`src/logic/hco_pkg.sv`:
```
package hco_pkg;
  // register byte offsets on the apb bus
  localparam logic [7:0] OFS_START = 8'h00;
  localparam logic [7:0] OFS_WRAP = 8'h04;
  localparam logic [7:0] OFS_DIMS = 8'h08;
  localparam logic [7:0] OFS_COLOR1 = 8'h0C;
  localparam logic [7:0] OFS_COLOR2 = 8'h10;
  localparam logic [7:0] OFS_POSEN = 8'h14;
  localparam logic [7:0] OFS_LOWY = 8'h18;
  localparam logic [7:0] OFS_BLINK1 = 8'h1C;
  localparam logic [7:0] OFS_BLINK2 = 8'h20;
  localparam logic [7:0] OFS_BLINKCTL = 8'h24;
  localparam logic [7:0] OFS_STATUS = 8'h28;

  // field positions
  localparam int POS_STEP = 0;
  localparam int POS_WIDTH = 8;
  localparam int POS_UHEIGHT = 16;
  localparam int POS_LHEIGHT = 24;
  localparam int POS_HPOS = 0;
  localparam int POS_VPOS = 16;
  localparam int POS_EN = 31;
  localparam int POS_BLINK_EN = 8;

  // reset values
  localparam logic [31:0] RST_REG = 32'h0000_0000;
  localparam logic [23:0] RST_COLOR = 24'h00_0000;

  localparam int CNT_W = 11;
  localparam int PIX_W = 24;
  localparam int PIX_PER_WORD = 16;

  typedef struct packed {
    logic valid;
    logic line_start;
    logic frame_end;
    logic [CNT_W-1:0] hcount;
    logic [CNT_W-1:0] vcount;
    logic [PIX_W-1:0] pixel;
  } hco_vid_s;

  typedef struct packed {
    logic ack;
    logic [31:0] rdata;
  } hco_mem_rsp_s;

  typedef enum logic [1:0] {FT_IDLE, FT_FETCH, FT_READY} hco_fetch_e;
endpackage

```
`src/logic/hco_cursor.sv`:
```
// Behaviour
// - cursor masters its own memory reads, at the start of the video line in which it is shown.
// - image is two bits per pixel, stored linearly, size from width and height.
// - code 00 passes, 01 inverts, 10 first colour, 11 second colour.
// - sixteen pixels per word, pixel 0 in bits 1:0, shown ascending.
// - position matching the counters starts cursor overlay.
// - fetch starts at start address, continues from wrap address after last line.
// - dual scan jumps to wrap at upper carry, back to start at lower carry.
// - width and step independent; offset start shows partial cursor, x must match a valid pixel.
// - line step field advances one to four words per cursor line.
// - width field selects 16, 32, 48 or 64 shown pixels.
// - upper height field is lines minus one, upper half only in dual scan.
// - lower height field sets lower-half height, used only in dual scan.
// - cursor clipped at right edge and bottom of active screen.
// - new positions take effect only from the next frame.
// - in dual scan lower-half vertical position sets lower-half start line.
// - blink toggles at 50% duty over programmed frames, swapping blink colours.
// - overlay enable bit set to one enables cursor, zero disables overlay.
// - first colour for code 2, second colour for code 3.
// - updated positions take effect at end of frame.
module hco_cursor #(
  parameter int ADDR_W = 8
) (
  input wire logic ref_clk,
  input wire logic nrst,
  input wire logic psel,
  input wire logic penable,
  input wire logic pwrite,
  input wire logic [ADDR_W-1:0] paddr,
  input wire logic [31:0] pwdata,
  output logic [31:0] prdata,
  output logic pready,
  output logic pslverr,
  output logic mem_req,
  output logic [31:0] mem_addr,
  input wire hco_pkg::hco_mem_rsp_s mem_rsp,
  input wire hco_pkg::hco_vid_s vid_in,
  input wire logic dual_scan,
  input wire logic [hco_pkg::CNT_W-1:0] h_active_end,
  input wire logic [hco_pkg::CNT_W-1:0] v_active_end,
  output logic out_valid,
  output logic [hco_pkg::PIX_W-1:0] out_pixel
);
  logic [31:0] start_addr;
  logic [31:0] wrap_addr;
  logic [31:0] dims;
  logic [23:0] color1;
  logic [23:0] color2;
  logic [31:0] pos_en;
  logic [10:0] low_y;
  logic [23:0] blink1;
  logic [23:0] blink2;
  logic [8:0] blink_ctl;
  logic [10:0] sh_x;
  logic [10:0] sh_y;
  logic [10:0] sh_ly;
  logic sh_en;
  logic row_on;
  logic [5:0] row_cnt;
  logic lower_phase;
  logic [31:0] base_addr;
  logic [31:0] line_addr;
  hco_pkg::hco_fetch_e fetch_st;
  logic [1:0] word_idx;
  logic [31:0] line_buf [4];
  logic show_q;
  logic [5:0] col;
  logic [7:0] blink_cnt;
  logic blink_phase;
  logic show_on;
  logic last_col;

  wire logic [1:0] step_f = dims[hco_pkg::POS_STEP +: 2];
  wire logic [1:0] width_f = dims[hco_pkg::POS_WIDTH +: 2];
  wire logic [5:0] uheight_f = dims[hco_pkg::POS_UHEIGHT +: 6];
  wire logic [5:0] lheight_f = dims[hco_pkg::POS_LHEIGHT +: 6];
  wire logic setup = psel && !penable;
  wire logic wr_en = psel && penable && pready && pwrite;

  // apb: one access cycle, data prepared in setup
  always_ff @(posedge ref_clk or negedge nrst) begin
    if (!nrst) begin
      pready <= 1'b0;
    end else begin
      pready <= setup;
    end
  end

  logic [31:0] rd_mux;
  logic rd_hit;
  always_comb begin
    rd_hit = 1'b1;
    rd_mux = hco_pkg::RST_REG;
    unique case (paddr[7:0])
      hco_pkg::OFS_START: rd_mux = start_addr;
      hco_pkg::OFS_WRAP: rd_mux = wrap_addr;
      hco_pkg::OFS_DIMS: rd_mux = dims;
      hco_pkg::OFS_COLOR1: rd_mux = {8'h00, color1};
      hco_pkg::OFS_COLOR2: rd_mux = {8'h00, color2};
      hco_pkg::OFS_POSEN: rd_mux = pos_en;
      hco_pkg::OFS_LOWY: rd_mux = {21'h00_0000, low_y};
      hco_pkg::OFS_BLINK1: rd_mux = {8'h00, blink1};
      hco_pkg::OFS_BLINK2: rd_mux = {8'h00, blink2};
      hco_pkg::OFS_BLINKCTL: rd_mux = {23'h00_0000, blink_ctl};
      hco_pkg::OFS_STATUS: rd_mux = {19'h0_0000, fetch_st == hco_pkg::FT_READY, show_q,
                                     lower_phase, blink_phase, row_on, 2'b00, row_cnt};
      default: rd_hit = 1'b0;
    endcase
  end

  always_ff @(posedge ref_clk or negedge nrst) begin
    if (!nrst) begin
      prdata <= hco_pkg::RST_REG;
      pslverr <= 1'b0;
    end else if (setup) begin
      prdata <= pwrite ? hco_pkg::RST_REG : rd_mux;
      pslverr <= !rd_hit || (pwrite && paddr[7:0] == hco_pkg::OFS_STATUS);
    end
  end

  always_ff @(posedge ref_clk or negedge nrst) begin
    if (!nrst) begin
      start_addr <= hco_pkg::RST_REG;
      wrap_addr <= hco_pkg::RST_REG;
      dims <= hco_pkg::RST_REG;
      color1 <= hco_pkg::RST_COLOR;
      color2 <= hco_pkg::RST_COLOR;
      pos_en <= hco_pkg::RST_REG;
      low_y <= 11'h000;
      blink1 <= hco_pkg::RST_COLOR;
      blink2 <= hco_pkg::RST_COLOR;
      blink_ctl <= 9'h000;
    end else if (wr_en) begin
      unique case (paddr[7:0])
        hco_pkg::OFS_START: start_addr <= {pwdata[31:2], 2'b00};
        hco_pkg::OFS_WRAP: wrap_addr <= {pwdata[31:2], 2'b00};
        hco_pkg::OFS_DIMS: dims <= pwdata & 32'h3F3F_0303;
        hco_pkg::OFS_COLOR1: color1 <= pwdata[23:0];
        hco_pkg::OFS_COLOR2: color2 <= pwdata[23:0];
        hco_pkg::OFS_POSEN: pos_en <= pwdata & 32'h87FF_07FF;
        hco_pkg::OFS_LOWY: low_y <= pwdata[10:0];
        hco_pkg::OFS_BLINK1: blink1 <= pwdata[23:0];
        hco_pkg::OFS_BLINK2: blink2 <= pwdata[23:0];
        hco_pkg::OFS_BLINKCTL: blink_ctl <= pwdata[8:0];
        default: ;
      endcase
    end
  end

  always_ff @(posedge ref_clk or negedge nrst) begin
    if (!nrst) begin
      sh_x <= 11'h000;
      sh_y <= 11'h000;
      sh_ly <= 11'h000;
      sh_en <= 1'b0;
    end else if (vid_in.frame_end) begin
      sh_x <= pos_en[hco_pkg::POS_HPOS +: 11];
      sh_y <= pos_en[hco_pkg::POS_VPOS +: 11];
      sh_ly <= low_y;
      sh_en <= pos_en[hco_pkg::POS_EN];
    end
  end

  // vertical match picks the half being served
  wire logic [10:0] match_y = lower_phase ? sh_ly : sh_y;
  // no new row when disabled or below screen
  wire logic row_hit = !row_on && sh_en && vid_in.vcount == match_y &&
                       vid_in.vcount <= v_active_end;
  wire logic row_go = vid_in.line_start && (row_on || row_hit) && sh_en;
  // lower height only matters in dual scan
  wire logic [5:0] height_lim = (dual_scan && lower_phase) ? lheight_f : uheight_f;
  wire logic last_ack = fetch_st == hco_pkg::FT_FETCH && mem_rsp.ack && word_idx == width_f;

  // step field plus one words (4 bytes each) added per cursor line
  wire logic [31:0] step_bytes = {27'h000_0000, step_f + 3'd1, 2'b00};

  always_ff @(posedge ref_clk or negedge nrst) begin
    if (!nrst) begin
      row_on <= 1'b0;
      row_cnt <= 6'h00;
      lower_phase <= 1'b0;
      base_addr <= hco_pkg::RST_REG;
      line_addr <= hco_pkg::RST_REG;
    end else if (vid_in.frame_end) begin
      row_on <= 1'b0;
      row_cnt <= 6'h00;
      lower_phase <= 1'b0;
      base_addr <= start_addr;
    end else if (row_go && row_hit) begin
      line_addr <= base_addr;
    end else if (last_ack) begin
      line_addr <= line_addr + step_bytes;
      if (row_cnt == height_lim) begin
        row_on <= 1'b0;
        row_cnt <= 6'h00;
        // carry swaps the address used for the next half
        base_addr <= lower_phase ? start_addr : wrap_addr;
        lower_phase <= dual_scan ? !lower_phase : 1'b0;
      end else begin
        row_on <= 1'b1;
        row_cnt <= row_cnt + 6'h01;
      end
    end
  end

  // line fetched at line start, before x match
  always_ff @(posedge ref_clk or negedge nrst) begin
    if (!nrst) begin
      fetch_st <= hco_pkg::FT_IDLE;
      word_idx <= 2'b00;
      mem_req <= 1'b0;
      mem_addr <= hco_pkg::RST_REG;
    end else if (vid_in.frame_end) begin
      fetch_st <= hco_pkg::FT_IDLE;
      mem_req <= 1'b0;
    end else if (row_go && fetch_st != hco_pkg::FT_FETCH) begin
      fetch_st <= hco_pkg::FT_FETCH;
      word_idx <= 2'b00;
      mem_req <= 1'b1;
      mem_addr <= row_hit ? base_addr : line_addr;
    end else begin
      unique case (fetch_st)
        hco_pkg::FT_IDLE: ;
        hco_pkg::FT_FETCH: begin
          if (mem_rsp.ack) begin
            if (word_idx == width_f) begin
              fetch_st <= hco_pkg::FT_READY;
              mem_req <= 1'b0;
            end else begin
              word_idx <= word_idx + 2'b01;
              mem_addr <= mem_addr + 32'h0000_0004;
            end
          end
        end
        hco_pkg::FT_READY: begin
          if (show_q && (!show_on || last_col)) begin
            fetch_st <= hco_pkg::FT_IDLE;
          end
        end
      endcase
    end
  end

  // line buffer, one word per entry
  genvar gi;
  generate
    for (gi = 0; gi < 4; gi++) begin : g_buf
      always_ff @(posedge ref_clk or negedge nrst) begin
        if (!nrst) begin
          line_buf[gi] <= hco_pkg::RST_REG;
        end else if (fetch_st == hco_pkg::FT_FETCH && mem_rsp.ack && word_idx == 2'(gi)) begin
          line_buf[gi] <= mem_rsp.rdata;
        end
      end
    end
  endgenerate

  // start at x match on a valid pixel; an x never matched shows no cursor
  wire logic x_hit = fetch_st == hco_pkg::FT_READY && !show_q && vid_in.valid &&
                     vid_in.hcount == sh_x;
  wire logic [5:0] col_eff = show_q ? col : 6'h00;
  wire logic in_area = vid_in.hcount <= h_active_end && vid_in.vcount <= v_active_end;
  assign show_on = (show_q || x_hit) && vid_in.valid && in_area && sh_en;
  assign last_col = col_eff == {width_f, 4'hF};
  wire logic [1:0] code = line_buf[col_eff[5:4]][{col_eff[3:0], 1'b0} +: 2];

  always_ff @(posedge ref_clk or negedge nrst) begin
    if (!nrst) begin
      show_q <= 1'b0;
      col <= 6'h00;
    end else if (vid_in.line_start || vid_in.frame_end) begin
      show_q <= 1'b0;
      col <= 6'h00;
    end else if (show_q && !show_on) begin
      show_q <= 1'b0;
    end else if (show_on) begin
      show_q <= !last_col;
      col <= col_eff + 6'h01;
    end
  end

  // blink phase flips every rate+1 frames
  always_ff @(posedge ref_clk or negedge nrst) begin
    if (!nrst) begin
      blink_cnt <= 8'h00;
      blink_phase <= 1'b0;
    end else if (!blink_ctl[hco_pkg::POS_BLINK_EN]) begin
      blink_cnt <= 8'h00;
      blink_phase <= 1'b0;
    end else if (vid_in.frame_end) begin
      if (blink_cnt == blink_ctl[7:0]) begin
        blink_cnt <= 8'h00;
        blink_phase <= !blink_phase;
      end else begin
        blink_cnt <= blink_cnt + 8'h01;
      end
    end
  end

  logic [23:0] next_pixel;
  always_comb begin
    next_pixel = vid_in.pixel;
    if (show_on) begin
      unique case (code)
        2'b00: next_pixel = vid_in.pixel;
        2'b01: next_pixel = ~vid_in.pixel;
        2'b10: next_pixel = blink_phase ? blink1 : color1;
        2'b11: next_pixel = blink_phase ? blink2 : color2;
      endcase
    end
  end

  always_ff @(posedge ref_clk or negedge nrst) begin
    if (!nrst) begin
      out_valid <= 1'b0;
      out_pixel <= hco_pkg::RST_COLOR;
    end else begin
      out_valid <= vid_in.valid;
      out_pixel <= next_pixel;
    end
  end

  a_transp_pass: assert property (@(posedge ref_clk) disable iff (!nrst)
    show_on && code == 2'b00 |=> out_pixel == $past(vid_in.pixel))
    else $error("transparent pixel altered");
  a_invert_bits: assert property (@(posedge ref_clk) disable iff (!nrst)
    show_on && code == 2'b01 |=> out_pixel == ~$past(vid_in.pixel))
    else $error("inverted pixel wrong");
  a_first_color: assert property (@(posedge ref_clk) disable iff (!nrst)
    show_on && code == 2'b10 && !blink_phase |=> out_pixel == $past(color1))
    else $error("first colour wrong");
  a_blink_second: assert property (@(posedge ref_clk) disable iff (!nrst)
    show_on && code == 2'b11 && blink_phase |=> out_pixel == $past(blink2))
    else $error("second blink colour wrong");
  a_enable_gate: assert property (@(posedge ref_clk) disable iff (!nrst)
    !sh_en |-> !show_on ##1 out_pixel == $past(vid_in.pixel))
    else $error("overlay while disabled");
  a_shadow_hold: assert property (@(posedge ref_clk) disable iff (!nrst)
    !vid_in.frame_end |=> $stable(sh_x) && $stable(sh_y) && $stable(sh_ly))
    else $error("position changed mid frame");
  a_clip_edge: assert property (@(posedge ref_clk) disable iff (!nrst)
    vid_in.hcount > h_active_end || vid_in.vcount > v_active_end
    |=> out_pixel == $past(vid_in.pixel))
    else $error("cursor beyond active area");
  a_step_advance: assert property (@(posedge ref_clk) disable iff (!nrst)
    last_ack && !vid_in.frame_end && !(row_go && row_hit)
    |=> line_addr == $past(line_addr) + $past(step_bytes))
    else $error("line step wrong");
  a_second_color: assert property (@(posedge ref_clk) disable iff (!nrst)
    show_on && code == 2'b11 && !blink_phase |=> out_pixel == $past(color2))
    else $error("second colour wrong");
  a_fetch_hold: assert property (@(posedge ref_clk) disable iff (!nrst)
    mem_req && !mem_rsp.ack && !vid_in.frame_end |=> mem_req && $stable(mem_addr))
    else $error("memory request dropped or moved");

  c_cursor_shown: cover property (@(posedge ref_clk) disable iff (!nrst)
    show_on && last_col);
  c_blink_color: cover property (@(posedge ref_clk) disable iff (!nrst)
    show_on && blink_phase && code == 2'b10);
  c_dual_jump: cover property (@(posedge ref_clk) disable iff (!nrst)
    dual_scan && last_ack && row_cnt == height_lim && !lower_phase);
  c_dual_lower: cover property (@(posedge ref_clk) disable iff (!nrst)
    dual_scan && lower_phase && show_on);
  c_clip_right: cover property (@(posedge ref_clk) disable iff (!nrst)
    show_q && !in_area);
endmodule

```
`config.mk`:
```
export PLATFORM = sky130hd
export DESIGN_NAME = hco_cursor
export DESIGN_NICKNAME = d
export VERILOG_FILES = /design/src/logic/hco_pkg.sv /design/src/logic/hco_cursor.sv
export SDC_FILE = /design/constraint.sdc
export NUM_CORES = 1
export LEC_CHECK = 0
export ABC_AREA = 1
export BUFFER_PORTS_ARGS = -buffer_cell sky130_fd_sc_hd__buf_2
export CAP_MARGIN = 25
export CORE_ASPECT_RATIO = 0.9
export CORE_MARGIN = 3
export CORE_UTILIZATION = 29
export CTS_CLUSTER_DIAMETER = 150
export CTS_CLUSTER_SIZE = 16
export DETAILED_ROUTE_END_ITERATION = 10
export PLACE_DENSITY = 0.53
export SLEW_MARGIN = 10
export SYNTH_ARGS = -nofsm -noshare
export SYNTH_HDL_FRONTEND = slang
export SYNTH_SLANG_ARGS = --single-unit
```
`constraint.sdc`:
```
create_clock -name ref_clk -period 4.38 [get_ports ref_clk]
set_clock_uncertainty 0.15 [all_clocks]
set_input_delay 0.438 -clock ref_clk [delete_from_list [all_inputs] [get_ports ref_clk]]
set_output_delay 0.438 -clock ref_clk [all_outputs]
set_load 0.1 [all_outputs]
```
[After elaboration in Yosys (flattened, before gate mapping)]
Cells that the tools add are included.
Word-level totals
  logic and storage cells: 222
  output and inout port bits: 92
  register bits: 561
Operators by class
  multiplexer cells: 65
  add/subtract/negate cells: 7
  equality and inequality tests: 33
  bitwise operators: 3
  reductions and logical operators: 74
  shift-type cells: 1
  $lt $le $gt $ge: 3
Operators by type and width (count)
  $mux 32: 15
  $pmux 32 s11: 1
  $pmux 24 s4: 1
  $mux 24: 3
  $bmux 32 s2: 1
  $mux 6: 9
  $add 32x3->32 const B: 1
  $add 32x5->32: 1
  $eq 8x5->1 const B: 4
  $shiftx 32x6->2: 1
  $logic_and 1x1->1: 28
  $reduce_and 2->1: 14
  $eq 8x6->1 const B: 3
  $mux 8: 3
  $not 24->24: 1
  $eq 11x11->1: 2
  $le 11x11->1: 2
  $mux 1: 21
  $mux 2: 9
  $eq 8x4->1 const B: 2
  $add 6x1->6 const B: 2
  $eq 6x6->1: 2
  $ne 4x4->1 const B: 3
  $reduce_bool 2->1: 6
  24 further kinds: 51

[Longest topological paths before layout]
  depth after elaboration: 15
  depth in mapped cells: 20
  mapped depth without buffers: 19

[Worst setup path after synthesis]
Ideal clock, no wire load.
  path kind: register to register
  start: register mem_addr[2]
  end: register mem_addr[26]
  setup slack: 1.333 ns
  setup time: 0.122 ns
  period minus slack after synthesis: 3.047 ns
  buffers on the path: 0
  data arrival time: 2.775 ns
  required time: 4.108 ns
  stages on the path, launching flop included: 15
  cells stage by stage: dfrtp_1 ha_1 nand2_1 inv_1 nand3_1 nor2_1 nand3_1 or2_2 nor2_1 nand2_1 xor2_1 nand2_1 nand2_1 nand2_1 nand2_1
On the way
  cells in the longest elaborated chain, start to end: 5
Ends and longest elaborated chain
  start: declaration: RTL line hco_cursor.sv:35  | output logic [31:0] mem_addr,
  start signal: assignment: RTL line hco_cursor.sv:212  | mem_addr <= hco_pkg::RST_REG;
  start signal: assignment: RTL line hco_cursor.sv:220  | mem_addr <= row_hit ? base_addr : line_addr;
  start signal: assignment: RTL line hco_cursor.sv:231  | mem_addr <= mem_addr + 32'h0000_0004;
  $add 32x3->32: RTL line hco_cursor.sv:231
  $mux 32: RTL line hco_cursor.sv:226  | if (word_idx == width_f) begin
  $mux 32: RTL line hco_cursor.sv:225  | if (mem_rsp.ack) begin
  $mux 32: RTL line hco_cursor.sv:222  | unique case (fetch_st)
  $mux 32: RTL line hco_cursor.sv:216  | end else if (row_go && fetch_st != hco_pkg::FT_FETCH) begin
Every way passes these cells. The select of a mux whose other input is x is not followed.
A chain may end at the register's enable or synchronous reset.

[Worst setup path in the final report]
  start: register show_q
  end: register out_pixel[1] in the netlist's numbering
On the way
  cells in the longest elaborated chain, start to end: 9
Ends and longest elaborated chain
  start: declaration: RTL line hco_cursor.sv:66  | logic show_q;
  start signal: assignment: RTL line hco_cursor.sv:277  | show_q <= !last_col;
  $mux 6 / $logic_not 1->1 (equally long branches): RTL line hco_cursor.sv:261, hco_cursor.sv:259
  $not 2->3 (implied by the code) / $logic_and 1x1->1 (equally long branches): RTL line hco_cursor.sv:265, hco_cursor.sv:259
  $bmux 32 s2 / $logic_and 1x1->1 (equally long branches): RTL line hco_cursor.sv:265, hco_cursor.sv:259
  $mux 32 (implied by the code) / $logic_and 1x1->1 (equally long branches): RTL line hco_cursor.sv:265, hco_cursor.sv:259
  $mux 32 (implied by the code) / $logic_or 1x1->1 (equally long branches): RTL line hco_cursor.sv:265, hco_cursor.sv:263
  $shiftx 32x6->2 / $logic_and 1x1->1 (equally long branches): RTL line hco_cursor.sv:265, hco_cursor.sv:263
  $eq 2x2->1 (tied with other cells): RTL line hco_cursor.sv:304  | unique case (code)
  $pmux 24 s4 / $logic_and 1x1->1 (equally long branches): RTL line hco_cursor.sv:304, hco_cursor.sv:263
  $mux 24 (*): RTL line hco_cursor.sv:303  | if (show_on) begin
  via next_pixel[1]: RTL line hco_cursor.sv:300  | logic [23:0] next_pixel;
  end signal: assignment: RTL line hco_cursor.sv:316  | out_pixel <= hco_pkg::RST_COLOR;
  end signal: assignment: RTL line hco_cursor.sv:319  | out_pixel <= next_pixel;
  end: declaration: RTL line hco_cursor.sv:42  | output logic [hco_pkg::PIX_W-1:0] out_pixel
Mark *: on every way through the listed nets, which the timed path passes. The rest lies on a longest branch. The select of a mux whose other input is x is not followed.

==> impl_metrics.env <==
export IMPL_cp_start_kind="register"
export IMPL_setup_slack_ns=0.834
export IMPL_mostFrequentLayoutCells="nand2_1 (1312), o21ai_0 (576), dfrtp_1 (556), inv_1 (408), buf_2 (240)"
export IMPL_path_delay_family="simple AND/OR/NAND/NOR gates"
export IMPL_cts_setup_buffers=0
export IMPL_fin_nets=4250
export IMPL_start_util=0.294
export IMPL_finalHoldViolCount=0
export IMPL_rr_worst_depth=16
export IMPL_grt_pass1_vias=24300
export IMPL_cts_buffer_depth=3
export IMPL_period_needed_ns=3.55
export IMPL_io_buffers=241
export IMPL_synth_edf_count=0
export IMPL_slew_violations=0
export IMPL_drt_total_wl_um=100000
export IMPL_clock_latency_ns=0.61
export IMPL_fin_crit_sh=0.810
export IMPL_cp_startpoint="show_q$_DFFE_PN0P_"
export IMPL_antenna_found_initial=5
export IMPL_ys_flop_type="dfrtp_1"
export IMPL_crit_path_cell_trace="nand2_4, inv_2, nand2_1, nand3_1, nand2_1, nand2_1, nand2_1, nor2_1, nand2_1, nand3_1, nand2_2, inv_1, nand3_1, nand2_1, nor2_1, nor2_1"
export IMPL_powerDensity_nw_per_um2=303
export IMPL_rsz0062_at_grt="false"
export IMPL_grt_ovfl_total=0
export IMPL_ys_seq_area_frac=0.480
export IMPL_async_flop_share=1.00
export IMPL_core_um2=98600
export IMPL_outcome="complete, no violations"
export IMPL_relSlewSlack=0.353
export IMPL_required_ns=4.78
export IMPL_drt_iter0_markers=2511
export IMPL_synth_distinct_cells=45
export IMPL_hold_depth=3
export IMPL_post_cts_resized=0
export IMPL_slowest_delay_ns=0.81
export IMPL_die_area_um2=104000
export IMPL_yosys_warnings=0
export IMPL_syn_inst=3870
export IMPL_worstPathMaxFanout=25
export IMPL_p_int_mw=7.27
export IMPL_clk_pin_slew_ns=0.08
export IMPL_row_count=109
export IMPL_vias=26000
export IMPL_worst_path_stages=16
export IMPL_fin_setup_tns_ns=0
export IMPL_crit_top_cell="nand2_1"
export IMPL_die_h_um=306
export IMPL_htree_levels=2
export IMPL_first_pass_iters=6
export IMPL_hold_buffers=40
export IMPL_numCtsBuffers=41
export IMPL_postRouteAntennaNets=0
export IMPL_io_pins=242
export IMPL_cp_endpoint="out_pixel[1]$_DFF_PN0_"
export IMPL_wire_per_inst_um=18.6
export IMPL_die_x_um=339
export IMPL_worst_path_max_delay_cell="dfrtp_1"
export IMPL_final_common_cell="nand2_1"
export IMPL_reg2reg_setup_slack_ns=0.83
export IMPL_drv_cap=0
export IMPL_power_clock_fraction=0.373
export IMPL_grt_pass1_wl_um=154000
export IMPL_tightest_slew_ns=0.968
export IMPL_cts_tree="built"
export IMPL_hpwl_um=71900
export IMPL_pwr_share_seq=0.533
export IMPL_hold_class="in2reg"
export IMPL_numClockSinks=556
export IMPL_syn_mean_instance_area_um2=7.49
export IMPL_r2r_end="out_pixel[1]$_DFF_PN0_"
export IMPL_fillers=10600
export IMPL_worstSetupPathType="reg2reg"
export IMPL_grt_max_degree=91
export IMPL_groute_usage_overall=0.189
export IMPL_holdWs_ns=0.0304
export IMPL_synth_seq_cells=556
export IMPL_crit_path_end_kind="register"
export IMPL_syn_num_nets=4057
export IMPL_syn_to_final_growth_pct=14.2
export IMPL_fmax_ghz=0.282
export IMPL_ir_drop_mv=0.267
export IMPL_drcViolationCount=0
export IMPL_gp_congestion=0.865
export IMPL_pwr_share_comb=0.094
export IMPL_cts_root_buffer="clkbuf_16"
export IMPL_vias_per_cell=4.81
export IMPL_power_leakage_nw=16.0
export IMPL_drive_above_1_share=0.0954
export IMPL_switchingPower_mw=2.77
export IMPL_synth_cell_area_um2=29000
export IMPL_reg2reg_from="show_q$_DFFE_PN0P_"
export IMPL_cp_arrival_ns=3.94
export IMPL_crit_buf_inv=2
export IMPL_setup_violations=0
export IMPL_p_sw_frac=0.276
export IMPL_post_place_ws_ns=0.731
[cell families (layout without fill, tap and decap cells)]
logic type                 count (synthesis)  in the layout  share of synthesized area
and+or+nand+nor                         1850           1850                      0.257
AOI/OAI and AO/OA                        730            730                      0.136
buffers and inverters                    614            811                     0.0853
DFF                                      556            556                      0.480
xor gates and xnor gates                  68             68                     0.0205
adders and majority gates                 37             37                     0.0162
muxes                                     15             15                    0.00518
other                                      0              2                          0
[worst min-delay path, cell delays in order]
cell and delay [ns]:
buf_2 0.07, inv_1 0.06, o21ai_0 0.16
[per-stage QoR]
step | total power [mW] | utilization | instances | instance area, um2
2_1_floorplan | 5.90 | - | 3870 | 29000
3_3_place_gp | 6.37 | 0.320 | 5312 | 31600
3_5_place_dp | 6.37 | 0.320 | 5312 | 31600
4_1_cts | 10.2 | 0.336 | 5399 | 33100
5_1_grt | 10.4 | 0.336 | 5399 | 33100
6_report | 10.0 | 0.336 | 5401 | 33100
[area by class of cell]
cell class / instances / area [um2] / area share
sequential: 556 / 13900 / 0.420
inverter: 424 / 1590 / 0.0481
timing repair buffer: 340 / 2160 / 0.0652
antenna: 2 / 5.00 / 0.000151
multi-input combinational: 2700 / 12600 / 0.381
clock inverter: 5 / 83.8 / 0.00253
tap: 1332 / 1670 / 0.0504
clock buffer: 42 / 1050 / 0.0318
[flip-flops by register name (all words and copies together) (netlist names), 16 cells and up]
register	count
out_pixel	24
start_addr	30
color1	24
base_addr	30
blink2	24
color2	24
line_buf	128
line_addr	30
wrap_addr	30
prdata	32
mem_addr	31
blink1	24
pos_en	23
dims	16
[synth_stat cells, types with 2 or more instances]
cell,instances,area [um2]
inv_1,408,1530
o2111ai_1,5,43.8
o21ai_2,2,17.5
buf_6,3,33.8
xnor2_1,25,219
mux2i_1,15,150
o21ai_0,576,2880
a221oi_1,25,219
nor4_1,12,75.1
o22ai_1,21,131
o21ai_1,26,130
buf_2,43,215
and2_1,3,18.8
o221ai_1,3,26.3
nor3b_1,4,30.0
buf_1,6,22.5
nand2_4,3,33.8
o211ai_1,18,135
nand3_1,200,1000
xor2_1,43,377
a22o_1,13,114
nand2_2,6,37.5
dfrtp_1,556,13900
clkbuf_1,113,424
a31oi_1,2,12.5
a21oi_1,32,160
nand3b_1,3,22.5
o21a_1,3,22.5
ha_1,36,450
buf_4,24,180
inv_2,8,30.0
nor3_1,39,195
nand2_1,1320,4950
or2_2,6,37.5
nor2_2,6,37.5
clkinv_1,7,26.3
nor2_1,218,818
a21o_1,2,15.0
nand4_1,29,181
[power groups by stage]
stage               clock, mW  combinational, mW  sequential (mW)
detailed placement          0              0.924             5.45
global route             4.03               1.05             5.36
finish                   3.74              0.944             5.35
CTS                      3.86              0.955             5.35
floorplan                   0              0.424             5.48
global placement            0              0.918             5.45
[worst min path at each step]
stage	to	start	slack (ns)
floorplan	base_addr[10]$_DFFE_PN0P_	nrst	-0.008
global placement	sh_ly[7]$_DFFE_PN0P_	sh_ly[7]$_DFFE_PN0P_	0.30
detailed placement	sh_ly[9]$_DFFE_PN0P_	sh_ly[9]$_DFFE_PN0P_	0.31
CTS	line_buf[19]$_DFFE_PN0P_	mem_rsp[19]	0.002
global route	start_addr[28]$_DFFE_PN0P_	pwdata[28]	0.04
finish	wrap_addr[28]$_DFFE_PN0P_	pwdata[28]	0.03
[routing by layer]
metal,share of wire,vias to the layer above,GRT usage,wire length [um]
met1,0.49,12300,0.291,49500
met5,0.00024,-,0,24
li1,-,12700,-,-
met3,0.069,111,0.0320,6960
met4,0.027,4,0.0522,2680
met2,0.41,837,0.271,41300
(Power assumes the default switching activity.)
